**src/irq_map_pkg.sv**
```systemverilog
// Constants and carrier types for the interrupt enable, routing and soft-reset block
`default_nettype none
package irq_map_pkg;

  // Register offsets
  localparam logic [7:0] ADDR_SOFT_RESET = 8'h14;
  localparam logic [7:0] ADDR_EN_GROUP0 = 8'h16;
  localparam logic [7:0] ADDR_EN_GROUP1 = 8'h17;
  localparam logic [7:0] ADDR_EN_GROUP2 = 8'h18;
  localparam logic [7:0] ADDR_PIN_A_MAP = 8'h19;
  localparam logic [7:0] ADDR_SHARED_MAP = 8'h1A;
  localparam logic [7:0] ADDR_PIN_CTRL = 8'h20;
  localparam logic [7:0] ADDR_LATCH_CTRL = 8'h21;

  // Reset values
  localparam logic [7:0] RST_SOFT_RESET = 8'h00;
  localparam logic [7:0] RST_ENABLE = 8'h00;
  localparam logic [7:0] RST_MAP = 8'h00;
  localparam logic [7:0] RST_PIN_CTRL = 8'h05;
  localparam logic [7:0] RST_LATCH_CTRL = 8'h00;

  // Soft reset trigger key
  localparam logic [7:0] SOFT_RESET_KEY = 8'hB6;

  // Writable bit masks (reserved bits read as zero)
  localparam logic [7:0] MASK_EN_GROUP0 = 8'hF7;
  localparam logic [7:0] MASK_EN_GROUP1 = 8'h7F;
  localparam logic [7:0] MASK_EN_GROUP2 = 8'h0F;
  localparam logic [7:0] MASK_SHARED_MAP = 8'hE7;
  localparam logic [7:0] MASK_PIN_CTRL = 8'h0F;
  localparam logic [7:0] MASK_LATCH_CTRL = 8'h0F;

  // Field positions in the enable registers
  localparam int EN0_LEVEL_POSE = 7;
  localparam int EN0_POSE_CHANGE = 6;
  localparam int EN0_ONE_KNOCK = 5;
  localparam int EN0_TWO_KNOCK = 4;
  localparam int EN1_QUEUE_MARK = 6;
  localparam int EN1_QUEUE_FULL = 5;
  localparam int EN1_FRESH_SAMPLE = 4;
  localparam int EN1_FREEFALL = 3;
  localparam int EN2_STILL_SEL = 3;
  localparam int AXIS_LSB = 0; // z,y,x at bits 2..0

  // Field positions in the shared map register
  localparam int SMAP_B_FRESH = 7;
  localparam int SMAP_B_MARK = 6;
  localparam int SMAP_B_FULL = 5;
  localparam int SMAP_A_FULL = 2;
  localparam int SMAP_A_MARK = 1;
  localparam int SMAP_A_FRESH = 0;

  // Field positions in the pin and latch control registers
  localparam int PCTL_B_DRAIN = 3;
  localparam int PCTL_B_LEVEL = 2;
  localparam int PCTL_A_DRAIN = 1;
  localparam int PCTL_A_LEVEL = 0;
  localparam int LCTL_CLEAR = 7;

  // Timing: hold timers count in units of the shortest temporary hold
  localparam int CLK_MHZ = 50;
  localparam int HOLD_UNIT_US = 250;
  localparam int HOLD_UNIT_CYCLES = HOLD_UNIT_US * CLK_MHZ;
  localparam int SOFT_RESET_DELAY_US = 2;
  localparam int SOFT_RESET_DELAY_CYCLES = SOFT_RESET_DELAY_US * CLK_MHZ;

  // Number of gated sources; order is that of the pin A map register, then queue sources
  localparam int NUM_SRC = 11;

  typedef enum logic [1:0] {
    HOLD_NONE = 2'b00,
    HOLD_TIMED = 2'b01,
    HOLD_LATCHED = 2'b10
  } hold_mode_e;

  // Event inputs from the detection engines; axis vectors are {z,y,x}
  typedef struct packed {
    logic level_pose;
    logic pose_change;
    logic one_knock;
    logic two_knock;
    logic [2:0] gradient_axes;
    logic [2:0] shock_axes;
    logic freefall;
    logic [2:0] stillness_axes;
    logic queue_mark;
    logic queue_full;
    logic fresh_sample;
  } src_hits_s;

  // Enables handed to the detection engines
  typedef struct packed {
    logic level_pose;
    logic pose_change;
    logic one_knock;
    logic two_knock;
    logic [2:0] gradient_axes;
    logic queue_mark;
    logic queue_full;
    logic fresh_sample;
    logic freefall;
    logic [2:0] shock_axes;
    logic still_no_motion;
    logic [2:0] stillness_axes;
  } engine_cfg_s;

  // Hold length in units of HOLD_UNIT_US for each latch code
  function automatic logic [15:0] hold_units(input logic [3:0] code);
    case (code)
      4'h1: hold_units = 16'h03E8; // 250 ms
      4'h2: hold_units = 16'h07D0; // 500 ms
      4'h3: hold_units = 16'h0FA0; // 1 s
      4'h4: hold_units = 16'h1F40; // 2 s
      4'h5: hold_units = 16'h3E80; // 4 s
      4'h6: hold_units = 16'h7D00; // 8 s
      4'h9: hold_units = 16'h0001; // 250 us
      4'hA: hold_units = 16'h0002; // 500 us
      4'hB: hold_units = 16'h0004; // 1 ms
      4'hC: hold_units = 16'h0032; // 12.5 ms
      4'hD: hold_units = 16'h0064; // 25 ms
      4'hE: hold_units = 16'h00C8; // 50 ms
      default: hold_units = 16'h0000;
    endcase
  endfunction

  function automatic hold_mode_e hold_mode(input logic [3:0] code);
    case (code[2:0])
      3'h0: hold_mode = HOLD_NONE;
      3'h7: hold_mode = HOLD_LATCHED;
      default: hold_mode = HOLD_TIMED;
    endcase
  endfunction

endpackage
`default_nettype wire
```
**src/irq_enable_map_softreset.sv**
```systemverilog
// Interrupt enables, pin routing, pin control and soft reset of the motion sensor
`timescale 1ns/10ps
`default_nettype none
module irq_enable_map_softreset
  import irq_map_pkg::*;
#(
  parameter int TICK_CYCLES = HOLD_UNIT_CYCLES,
  parameter int RESET_DELAY_CYCLES = SOFT_RESET_DELAY_CYCLES
) (
  // Clock and reset
  input wire logic clk,
  input wire logic rst_n,
  // Register port from the serial interface
  input wire logic reg_wr_en,
  input wire logic reg_rd_en,
  input wire logic [7:0] reg_addr,
  input wire logic [7:0] reg_wdata,
  output logic [7:0] reg_rdata_q,
  output logic reg_rvalid_q,
  // Detection engine events and configuration
  input wire src_hits_s src_hits,
  output engine_cfg_s engine_cfg_q,
  output logic soft_reset_busy_q,
  // Interrupt pins
  output logic irq_pin_a_o_q,
  output logic irq_pin_a_oe_q,
  output logic irq_pin_b_o_q,
  output logic irq_pin_b_oe_q
);

  ////////////////////////////////////////////////////////////////////////////
  // Elaboration checks

  generate
    if (TICK_CYCLES < 2 || TICK_CYCLES > 16777216) begin : g_bad_tick
      $error("TICK_CYCLES must be 2 to 16777216");
    end
    if (RESET_DELAY_CYCLES < 1 || RESET_DELAY_CYCLES > 65535) begin : g_bad_delay
      $error("RESET_DELAY_CYCLES must be 1 to 65535");
    end
  endgenerate

  localparam logic [23:0] TICK_LAST = 24'(TICK_CYCLES - 1);
  localparam logic [15:0] DELAY_LAST = 16'(RESET_DELAY_CYCLES - 1);

  ////////////////////////////////////////////////////////////////////////////
  // Register storage

  logic [7:0] en0_q;
  logic [7:0] en1_q;
  logic [7:0] en2_q;
  logic [7:0] map_a_q;
  logic [7:0] map_s_q;
  logic [7:0] pin_ctrl_q;
  logic [7:0] latch_ctrl_q;
  logic [15:0] delay_q;
  logic reset_fire;
  logic key_write;
  logic clear_pulse;

  function automatic logic hit(input logic [7:0] addr, input logic [7:0] target);
    hit = (addr == target);
  endfunction

  // Only the exact key counts; any other value is dropped without effect
  assign key_write = reg_wr_en && hit(reg_addr, ADDR_SOFT_RESET)
                     && (reg_wdata == SOFT_RESET_KEY);
  assign reset_fire = soft_reset_busy_q && (delay_q == 16'h0000);
  // Write of the clear bit is a pulse; the bit itself is never stored
  assign clear_pulse = reg_wr_en && hit(reg_addr, ADDR_LATCH_CTRL)
                       && reg_wdata[LCTL_CLEAR];

  // Soft reset delay; a second key write while pending restarts the wait
  always_ff @(posedge clk or negedge rst_n) begin
    if (!rst_n) begin
      soft_reset_busy_q <= 1'b0;
      delay_q <= 16'h0000;
    end else if (key_write) begin
      soft_reset_busy_q <= 1'b1;
      delay_q <= DELAY_LAST;
    end else if (reset_fire) begin
      soft_reset_busy_q <= 1'b0;
    end else if (soft_reset_busy_q) begin
      delay_q <= delay_q - 16'h0001;
    end
  end

  // Configuration registers; soft reset takes priority over a same-cycle write
  always_ff @(posedge clk or negedge rst_n) begin
    if (!rst_n) begin
      en0_q <= RST_ENABLE;
      en1_q <= RST_ENABLE;
      en2_q <= RST_ENABLE;
      map_a_q <= RST_MAP;
      map_s_q <= RST_MAP;
      pin_ctrl_q <= RST_PIN_CTRL;
      latch_ctrl_q <= RST_LATCH_CTRL;
    end else if (reset_fire) begin
      en0_q <= RST_ENABLE;
      en1_q <= RST_ENABLE;
      en2_q <= RST_ENABLE;
      map_a_q <= RST_MAP;
      map_s_q <= RST_MAP;
      pin_ctrl_q <= RST_PIN_CTRL;
      latch_ctrl_q <= RST_LATCH_CTRL;
    end else if (reg_wr_en) begin
      // Reserved bits are masked so they always read back zero
      case (reg_addr)
        ADDR_EN_GROUP0: en0_q <= reg_wdata & MASK_EN_GROUP0;
        ADDR_EN_GROUP1: en1_q <= reg_wdata & MASK_EN_GROUP1;
        ADDR_EN_GROUP2: en2_q <= reg_wdata & MASK_EN_GROUP2;
        ADDR_PIN_A_MAP: map_a_q <= reg_wdata;
        ADDR_SHARED_MAP: map_s_q <= reg_wdata & MASK_SHARED_MAP;
        ADDR_PIN_CTRL: pin_ctrl_q <= reg_wdata & MASK_PIN_CTRL;
        ADDR_LATCH_CTRL: latch_ctrl_q <= reg_wdata & MASK_LATCH_CTRL;
        default: begin
        end
      endcase
    end
  end

  ////////////////////////////////////////////////////////////////////////////
  // Read port

  // Read data valid one cycle after the strobe; unmapped and write-only read zero
  always_ff @(posedge clk or negedge rst_n) begin
    if (!rst_n) begin
      reg_rdata_q <= 8'h00;
      reg_rvalid_q <= 1'b0;
    end else begin
      reg_rvalid_q <= reg_rd_en;
      if (reg_rd_en) begin
        case (reg_addr)
          ADDR_SOFT_RESET: reg_rdata_q <= RST_SOFT_RESET;
          ADDR_EN_GROUP0: reg_rdata_q <= en0_q;
          ADDR_EN_GROUP1: reg_rdata_q <= en1_q;
          ADDR_EN_GROUP2: reg_rdata_q <= en2_q;
          ADDR_PIN_A_MAP: reg_rdata_q <= map_a_q;
          ADDR_SHARED_MAP: reg_rdata_q <= map_s_q;
          ADDR_PIN_CTRL: reg_rdata_q <= pin_ctrl_q;
          ADDR_LATCH_CTRL: reg_rdata_q <= latch_ctrl_q;
          default: reg_rdata_q <= 8'h00;
        endcase
      end
    end
  end

  ////////////////////////////////////////////////////////////////////////////
  // Engine configuration out

  // Engines see the enables registered, so they change one cycle after a write
  always_ff @(posedge clk or negedge rst_n) begin
    if (!rst_n) begin
      engine_cfg_q <= '0;
    end else begin
      engine_cfg_q.level_pose <= en0_q[EN0_LEVEL_POSE];
      engine_cfg_q.pose_change <= en0_q[EN0_POSE_CHANGE];
      engine_cfg_q.one_knock <= en0_q[EN0_ONE_KNOCK];
      engine_cfg_q.two_knock <= en0_q[EN0_TWO_KNOCK];
      engine_cfg_q.gradient_axes <= en0_q[AXIS_LSB +: 3];
      engine_cfg_q.queue_mark <= en1_q[EN1_QUEUE_MARK];
      engine_cfg_q.queue_full <= en1_q[EN1_QUEUE_FULL];
      engine_cfg_q.fresh_sample <= en1_q[EN1_FRESH_SAMPLE];
      engine_cfg_q.freefall <= en1_q[EN1_FREEFALL];
      engine_cfg_q.shock_axes <= en1_q[AXIS_LSB +: 3];
      engine_cfg_q.still_no_motion <= en2_q[EN2_STILL_SEL];
      engine_cfg_q.stillness_axes <= en2_q[AXIS_LSB +: 3];
    end
  end

  ////////////////////////////////////////////////////////////////////////////
  // Gating and routing

  logic [NUM_SRC-1:0] gated;
  logic [NUM_SRC-1:0] route_a;
  logic [NUM_SRC-1:0] route_b;
  logic [1:0] raw_pin;

  // Source order: pin A map bits 7..0, then queue mark, queue full, fresh sample
  always_comb begin
    gated[10] = src_hits.level_pose & en0_q[EN0_LEVEL_POSE];
    gated[9] = src_hits.pose_change & en0_q[EN0_POSE_CHANGE];
    gated[8] = src_hits.one_knock & en0_q[EN0_ONE_KNOCK];
    gated[7] = src_hits.two_knock & en0_q[EN0_TWO_KNOCK];
    // Axis sources fire on any enabled axis, then share one map bit
    gated[6] = |(src_hits.stillness_axes & en2_q[AXIS_LSB +: 3]);
    gated[5] = |(src_hits.gradient_axes & en0_q[AXIS_LSB +: 3]);
    gated[4] = |(src_hits.shock_axes & en1_q[AXIS_LSB +: 3]);
    gated[3] = src_hits.freefall & en1_q[EN1_FREEFALL];
    gated[2] = src_hits.queue_mark & en1_q[EN1_QUEUE_MARK];
    gated[1] = src_hits.queue_full & en1_q[EN1_QUEUE_FULL];
    gated[0] = src_hits.fresh_sample & en1_q[EN1_FRESH_SAMPLE];
  end

  // A queue source may be routed to both pins at once; the other sources reach pin A only
  assign route_a = {map_a_q, map_s_q[SMAP_A_MARK], map_s_q[SMAP_A_FULL],
                    map_s_q[SMAP_A_FRESH]};
  assign route_b = {8'h00, map_s_q[SMAP_B_MARK], map_s_q[SMAP_B_FULL],
                    map_s_q[SMAP_B_FRESH]};
  assign raw_pin[0] = |(gated & route_a);
  assign raw_pin[1] = |(gated & route_b);

  ////////////////////////////////////////////////////////////////////////////
  // Hold timing and pin drivers

  logic [23:0] tick_cnt_q;
  logic unit_tick;
  logic [1:0] held;
  logic [1:0] level_bit;
  logic [1:0] drain_bit;
  logic [1:0] pin_level;
  hold_mode_e mode;
  logic [15:0] hold_len;

  // One shared divider; a timed hold may end up to one unit early for that reason
  always_ff @(posedge clk or negedge rst_n) begin
    if (!rst_n) begin
      tick_cnt_q <= 24'h000000;
    end else if (tick_cnt_q == TICK_LAST) begin
      tick_cnt_q <= 24'h000000;
    end else begin
      tick_cnt_q <= tick_cnt_q + 24'h000001;
    end
  end
  assign unit_tick = (tick_cnt_q == TICK_LAST);

  assign mode = hold_mode(latch_ctrl_q[3:0]);
  assign hold_len = hold_units(latch_ctrl_q[3:0]);
  assign level_bit = {pin_ctrl_q[PCTL_B_LEVEL], pin_ctrl_q[PCTL_A_LEVEL]};
  assign drain_bit = {pin_ctrl_q[PCTL_B_DRAIN], pin_ctrl_q[PCTL_A_DRAIN]};

  generate
    for (genvar p = 0; p < 2; p++) begin : g_pin
      irq_hold_unit u_hold (
        .clk(clk),
        .rst_n(rst_n),
        .unit_tick(unit_tick),
        .clear(clear_pulse | reset_fire),
        .mode(mode),
        .hold_len(hold_len),
        .raw(raw_pin[p]),
        .active_q(held[p])
      );
      // Electrical level: active high when level bit set
      assign pin_level[p] = ~(held[p] ^ level_bit[p]);
    end
  endgenerate

  // Open drain only pulls low; push-pull always drives
  always_ff @(posedge clk or negedge rst_n) begin
    if (!rst_n) begin
      irq_pin_a_o_q <= 1'b0;
      irq_pin_a_oe_q <= 1'b0;
      irq_pin_b_o_q <= 1'b0;
      irq_pin_b_oe_q <= 1'b0;
    end else begin
      irq_pin_a_o_q <= drain_bit[0] ? 1'b0 : pin_level[0];
      irq_pin_a_oe_q <= drain_bit[0] ? ~pin_level[0] : 1'b1;
      irq_pin_b_o_q <= drain_bit[1] ? 1'b0 : pin_level[1];
      irq_pin_b_oe_q <= drain_bit[1] ? ~pin_level[1] : 1'b1;
    end
  end

endmodule // irq_enable_map_softreset
`default_nettype wire

```
**src/irq_hold_unit.sv**
```systemverilog
// Per-pin hold stage: non-latched, timed or latched interrupt state
`timescale 1ns/10ps
`default_nettype none
module irq_hold_unit
  import irq_map_pkg::*;
(
  // Clock and reset
  input wire logic clk,
  input wire logic rst_n,
  // Control
  input wire logic unit_tick,
  input wire logic clear,
  input wire hold_mode_e mode,
  input wire logic [15:0] hold_len,
  // Gated source level and held result
  input wire logic raw,
  output logic active_q
);

  logic [15:0] remain_q;

  // Set wins over clear so an event arriving with the clear is kept
  always_ff @(posedge clk or negedge rst_n) begin
    if (!rst_n) begin
      active_q <= 1'b0;
      remain_q <= 16'h0000;
    end else if (raw) begin
      active_q <= 1'b1;
      remain_q <= hold_len;
    end else begin
      case (mode)
        HOLD_NONE: begin
          active_q <= 1'b0;
          remain_q <= 16'h0000;
        end
        HOLD_TIMED: begin
          if (clear || (unit_tick && remain_q <= 16'h0001)) begin
            active_q <= 1'b0;
            remain_q <= 16'h0000;
          end else if (unit_tick) begin
            remain_q <= remain_q - 16'h0001;
          end
        end
        HOLD_LATCHED: begin
          if (clear) begin
            active_q <= 1'b0;
          end
        end
        default: begin
          active_q <= 1'b0;
          remain_q <= 16'h0000;
        end
      endcase
    end
  end

endmodule // irq_hold_unit
`default_nettype wire

```
**config.mk**
```make
export PLATFORM = sky130hd
export DESIGN_NAME = irq_enable_map_softreset
export DESIGN_NICKNAME = d
export VERILOG_FILES = /design/src/irq_map_pkg.sv /design/src/irq_enable_map_softreset.sv /design/src/irq_hold_unit.sv
export SDC_FILE = /design/constraint.sdc
export NUM_CORES = 1
export LEC_CHECK = 0
export BUFFER_PORTS_ARGS = -buffer_cell sky130_fd_sc_hd__buf_2
export CORE_MARGIN = 2
export CORE_UTILIZATION = 30
export CTS_CLUSTER_DIAMETER = 40
export DETAILED_ROUTE_END_ITERATION = 16
export GPL_ROUTABILITY_DRIVEN = 0
export RECOVER_POWER = 25
export SLEW_MARGIN = 5
export SYNTH_ARGS = -nofsm -noshare
export SYNTH_HDL_FRONTEND = slang
export SYNTH_SLANG_ARGS = --single-unit
```
**constraint.sdc**
```tcl
create_clock -name clk -period 8.1 [get_ports clk]
set_input_delay 0 -clock clk [delete_from_list [all_inputs] [get_ports clk]]
set_output_delay 0 -clock clk [all_outputs]
set_load 0.02 [all_outputs]
```
==> impl_metrics.toml <==
[route]
wl_per_cell_um = 16.8
wl_um = 20300
vias_per_cell = 5.30
antenna_left = 0
drt_drc_violations_left = 0
vias = 6414
drtIter0Drc = 550
first_pass_iters = 7

[clocking]
cts-htree-levels = 4
cts_made_buffers = 17
cts.path.max_buffers = 2
cts_tree = "yes"
cts-root-buf = "clkbuf_16"
clkTransAtPathRegs_ns = 0.06
cts_setup_buffers = 0
clock_latency_ns = 0.42
cts_resized = 0
clkSinkCount = 146

[global_routing]
busiest_layer = "met2"
grt_max_degree = 82
antenna_found_initial = 0
grt_overflow_total = 0
grt_pass1_wl_um = 33400
grt_pass1_vias = 6177
use_met1_pct = 22.8
grtUsageMet3_pct = 3.42
grt_usage_pct = 16.0
use_met2_pct = 24.4

[synthesis]
yosys-top-cells-area = "dfrtp_1 (48%), nand2_1 (4.5%), nor2_1 (4.2%)"
synthesis.area_sq_um = 7490
yosys.cell_types.count = 67
synthSimpleGateAreaFrac_pct = 22.6
synth_top_area_share_pct = 48.1
yosysSeqAreaShare_pct = 48.8
synth_top_cell_by_area = "dfrtp_1"
ys_ff_latch = 146
synth_compound_area_share_pct = 16.0
synthXorXnorAreaFrac_pct = 3.74
synth.top_cells.by_count = "dfrtp_1 (144), nand2_1 (90), nor2_1 (83)"
syn-mean-instance-area_sq_um = 9.30
yosysWarnings = 0
syn_inst = 805
async_reset_ff_share_pct = 100
synth_top_family_by_area = "simple AND/OR/NAND/NOR gates"
synth_mux_area_share_pct = 3.14
yosysMostFrequentCell = "dfrtp_1"
synth_ff_type = "dfrtp_1"
synth_fp_nets = 854
synth_enable_flop_cells = 0
synth_adder_area_share_pct = 2.01

[critical_path]
cp-start-kind = "input pin"
crit_arrival_ns = 4.62
criticalPathCategory = "input pin to async pin"
cp_max_fo = 81
required_ns = 8.53
endpoint_kind = "async pin"

[run]
maxCapViolCount = 1

[die]
die_x_um = 162
dieArea_sq_um = 26200
core_sq_um = 24400
start_util_pct = 30.7
die_h_um = 162
io_pins = 69
num_rows = 57

[sta]
tightest_slew_ns = 4.31
fmax_mhz = 239
final-setup-viol-count = 0
fin_crit_ns = 4.19
maxSlewViolCount = 82
final.period_utilization_pct = 51.7
fin_skew_ns = 0.0118
fin_tns_setup_ns = 0
relSlewSlack_pct = -187
rsz0062_at_grt = "false"
hold_viol_final = 0

[run_status]
violations = "capacitance limit, slew limit"
outcome = "finished, violations left"

[pwr]
power_w = 0.00202
power.leakage_nw = 3.89
powerDensity_nw_per_um2 = 230
ir_worst_vdd_uv = 122

[placed_design]
portBuffers = 68
dp_hpwl_um = 14100

[finish]
num-fill-cells = 2516
syn2layout_area_growth_pct = 17.7
nNetsFinal = 922
utilization_pct = 36.1
n_antenna_cell = 0
drive_gt1_share_pct = 13.8

[min_path]
holdCritPathClass = "input pin to flop"
-- placed cells by master, fill, tap and decap left out, drive strengths merged, types with 4 or more instances in the layout --
cell type	synthesis	final
nand4	13	13
nand2	90	90
or4	6	6
a32oi	4	4
a22oi	8	8
or3	9	9
mux2i	19	19
dfrtp	144	144
dlygate4sd3	0	10
nor2b	4	4
a21oi	49	49
clkbuf	26	21
xor2	13	13
nor2	83	83
o22ai	8	8
a22o	6	6
or2	5	5
and2	4	4
inv	32	38
buf	8	71
nand3	55	55
a222oi	5	5
nor4	16	16
a21o	4	4
and3	7	7
nor4b	6	6
xnor2	19	19
nand2b	4	4
mux2	4	4
ha	12	12
nor3	27	27
o211ai	11	11
o21ai	51	51
nand3b	5	5
a221o	6	6
-- per-layer routing --
layer / up-vias / routed length [um] / part of all wire, %
met5: - / 0 / 0
met4: 0 / 374 / 1.8
li1: 3046 / - / -
met3: 25 / 1110 / 5.5
met1: 3168 / 9560 / 47
met2: 175 / 9260 / 46
-- state kept, by name (all words and copies together), names as in the netlist, 6 cells and up --
register	flops
delay_q	16
en0_q	7
en1_q	7
engine_cfg_q	18
g_pin.u_hold.remain_q	32
map_a_q	8
map_s_q	6
reg_rdata_q	8
tick_cnt_q	24
-- report_power, final --
part	switching, W	internal, W	total (W)
clock	0.000334	0.000451	0.000785
sequential	0.0000651	0.000788	0.000853
combinational	0.000245	0.000139	0.000384
total	0.000644	0.00138	0.00202
-- repair_timing --
item	4_1_cts	5_1_grt
setup endpoints to repair	0	0
endpoints found under the hold margin	128	0
hold buffers	10	0
-- per-stage QoR --
step	setup WS [ns]	cell area [sq um]	hold WS, ns	cells
3_5_place_dp	4.92	8120	0.0943	1168
3_3_place_gp	4.96	8120	0.0947	1168
2_1_floorplan	5.53	7490	-0.296	805
6_report	3.91	8810	0.111	1210
5_1_grt	2.89	8810	0.131	1210
4_1_cts	4.90	8820	0.0829	1210
-- worst paths after layout --
kind                        startpoint                      endpoint  cells after the start  slack [ns]
setup / recovery                 rst_n  g_pin[1].u_hold.remain_q[10]                      3        3.91
hold / removal             reg_addr[1]                reg_rdata_q[3]                      4        0.11
setup reg to reg            delay_q[4]  g_pin[0].u_hold.remain_q[12]                      7        4.92
hold reg to reg               en2_q[3]               engine_cfg_q[3]                      0        0.43
max in group clk            delay_q[4]  g_pin[0].u_hold.remain_q[12]                      7        4.92
min in group asynchronous        rst_n              engine_cfg_q[15]                      2        1.64
-- logic make-up after synthesis --
kind of cell	after synthesis
AOI/OAI and AO/OA	182
adders and majority gates	12
DFF	146
muxes	23
xor gates and xnor gates	32
and+or+nand+nor	344
buffers and inverters	66
-- critical path, stage by stage --
cell	delay, ns
dlygate4sd3_1	0.52
clkbuf_1	3.00
buf_4	1.06
-- final cells by class --
| class | instances | area (sq um) | area share (%) |
|---|---|---|---|
| Timing Repair Buffer | 83 | 475 | 5.40 |
| Inverter | 32 | 120 | 1.36 |
| Sequential cell | 146 | 3660 | 41.5 |
| Multi-Input combinational cell | 593 | 3560 | 40.4 |
| Clock inverter | 13 | 144 | 1.63 |
| Clock buffer | 19 | 453 | 5.14 |
| Tap cell | 324 | 405 | 4.60 |
No activity file was read; power rests on OpenSTA's default activity.
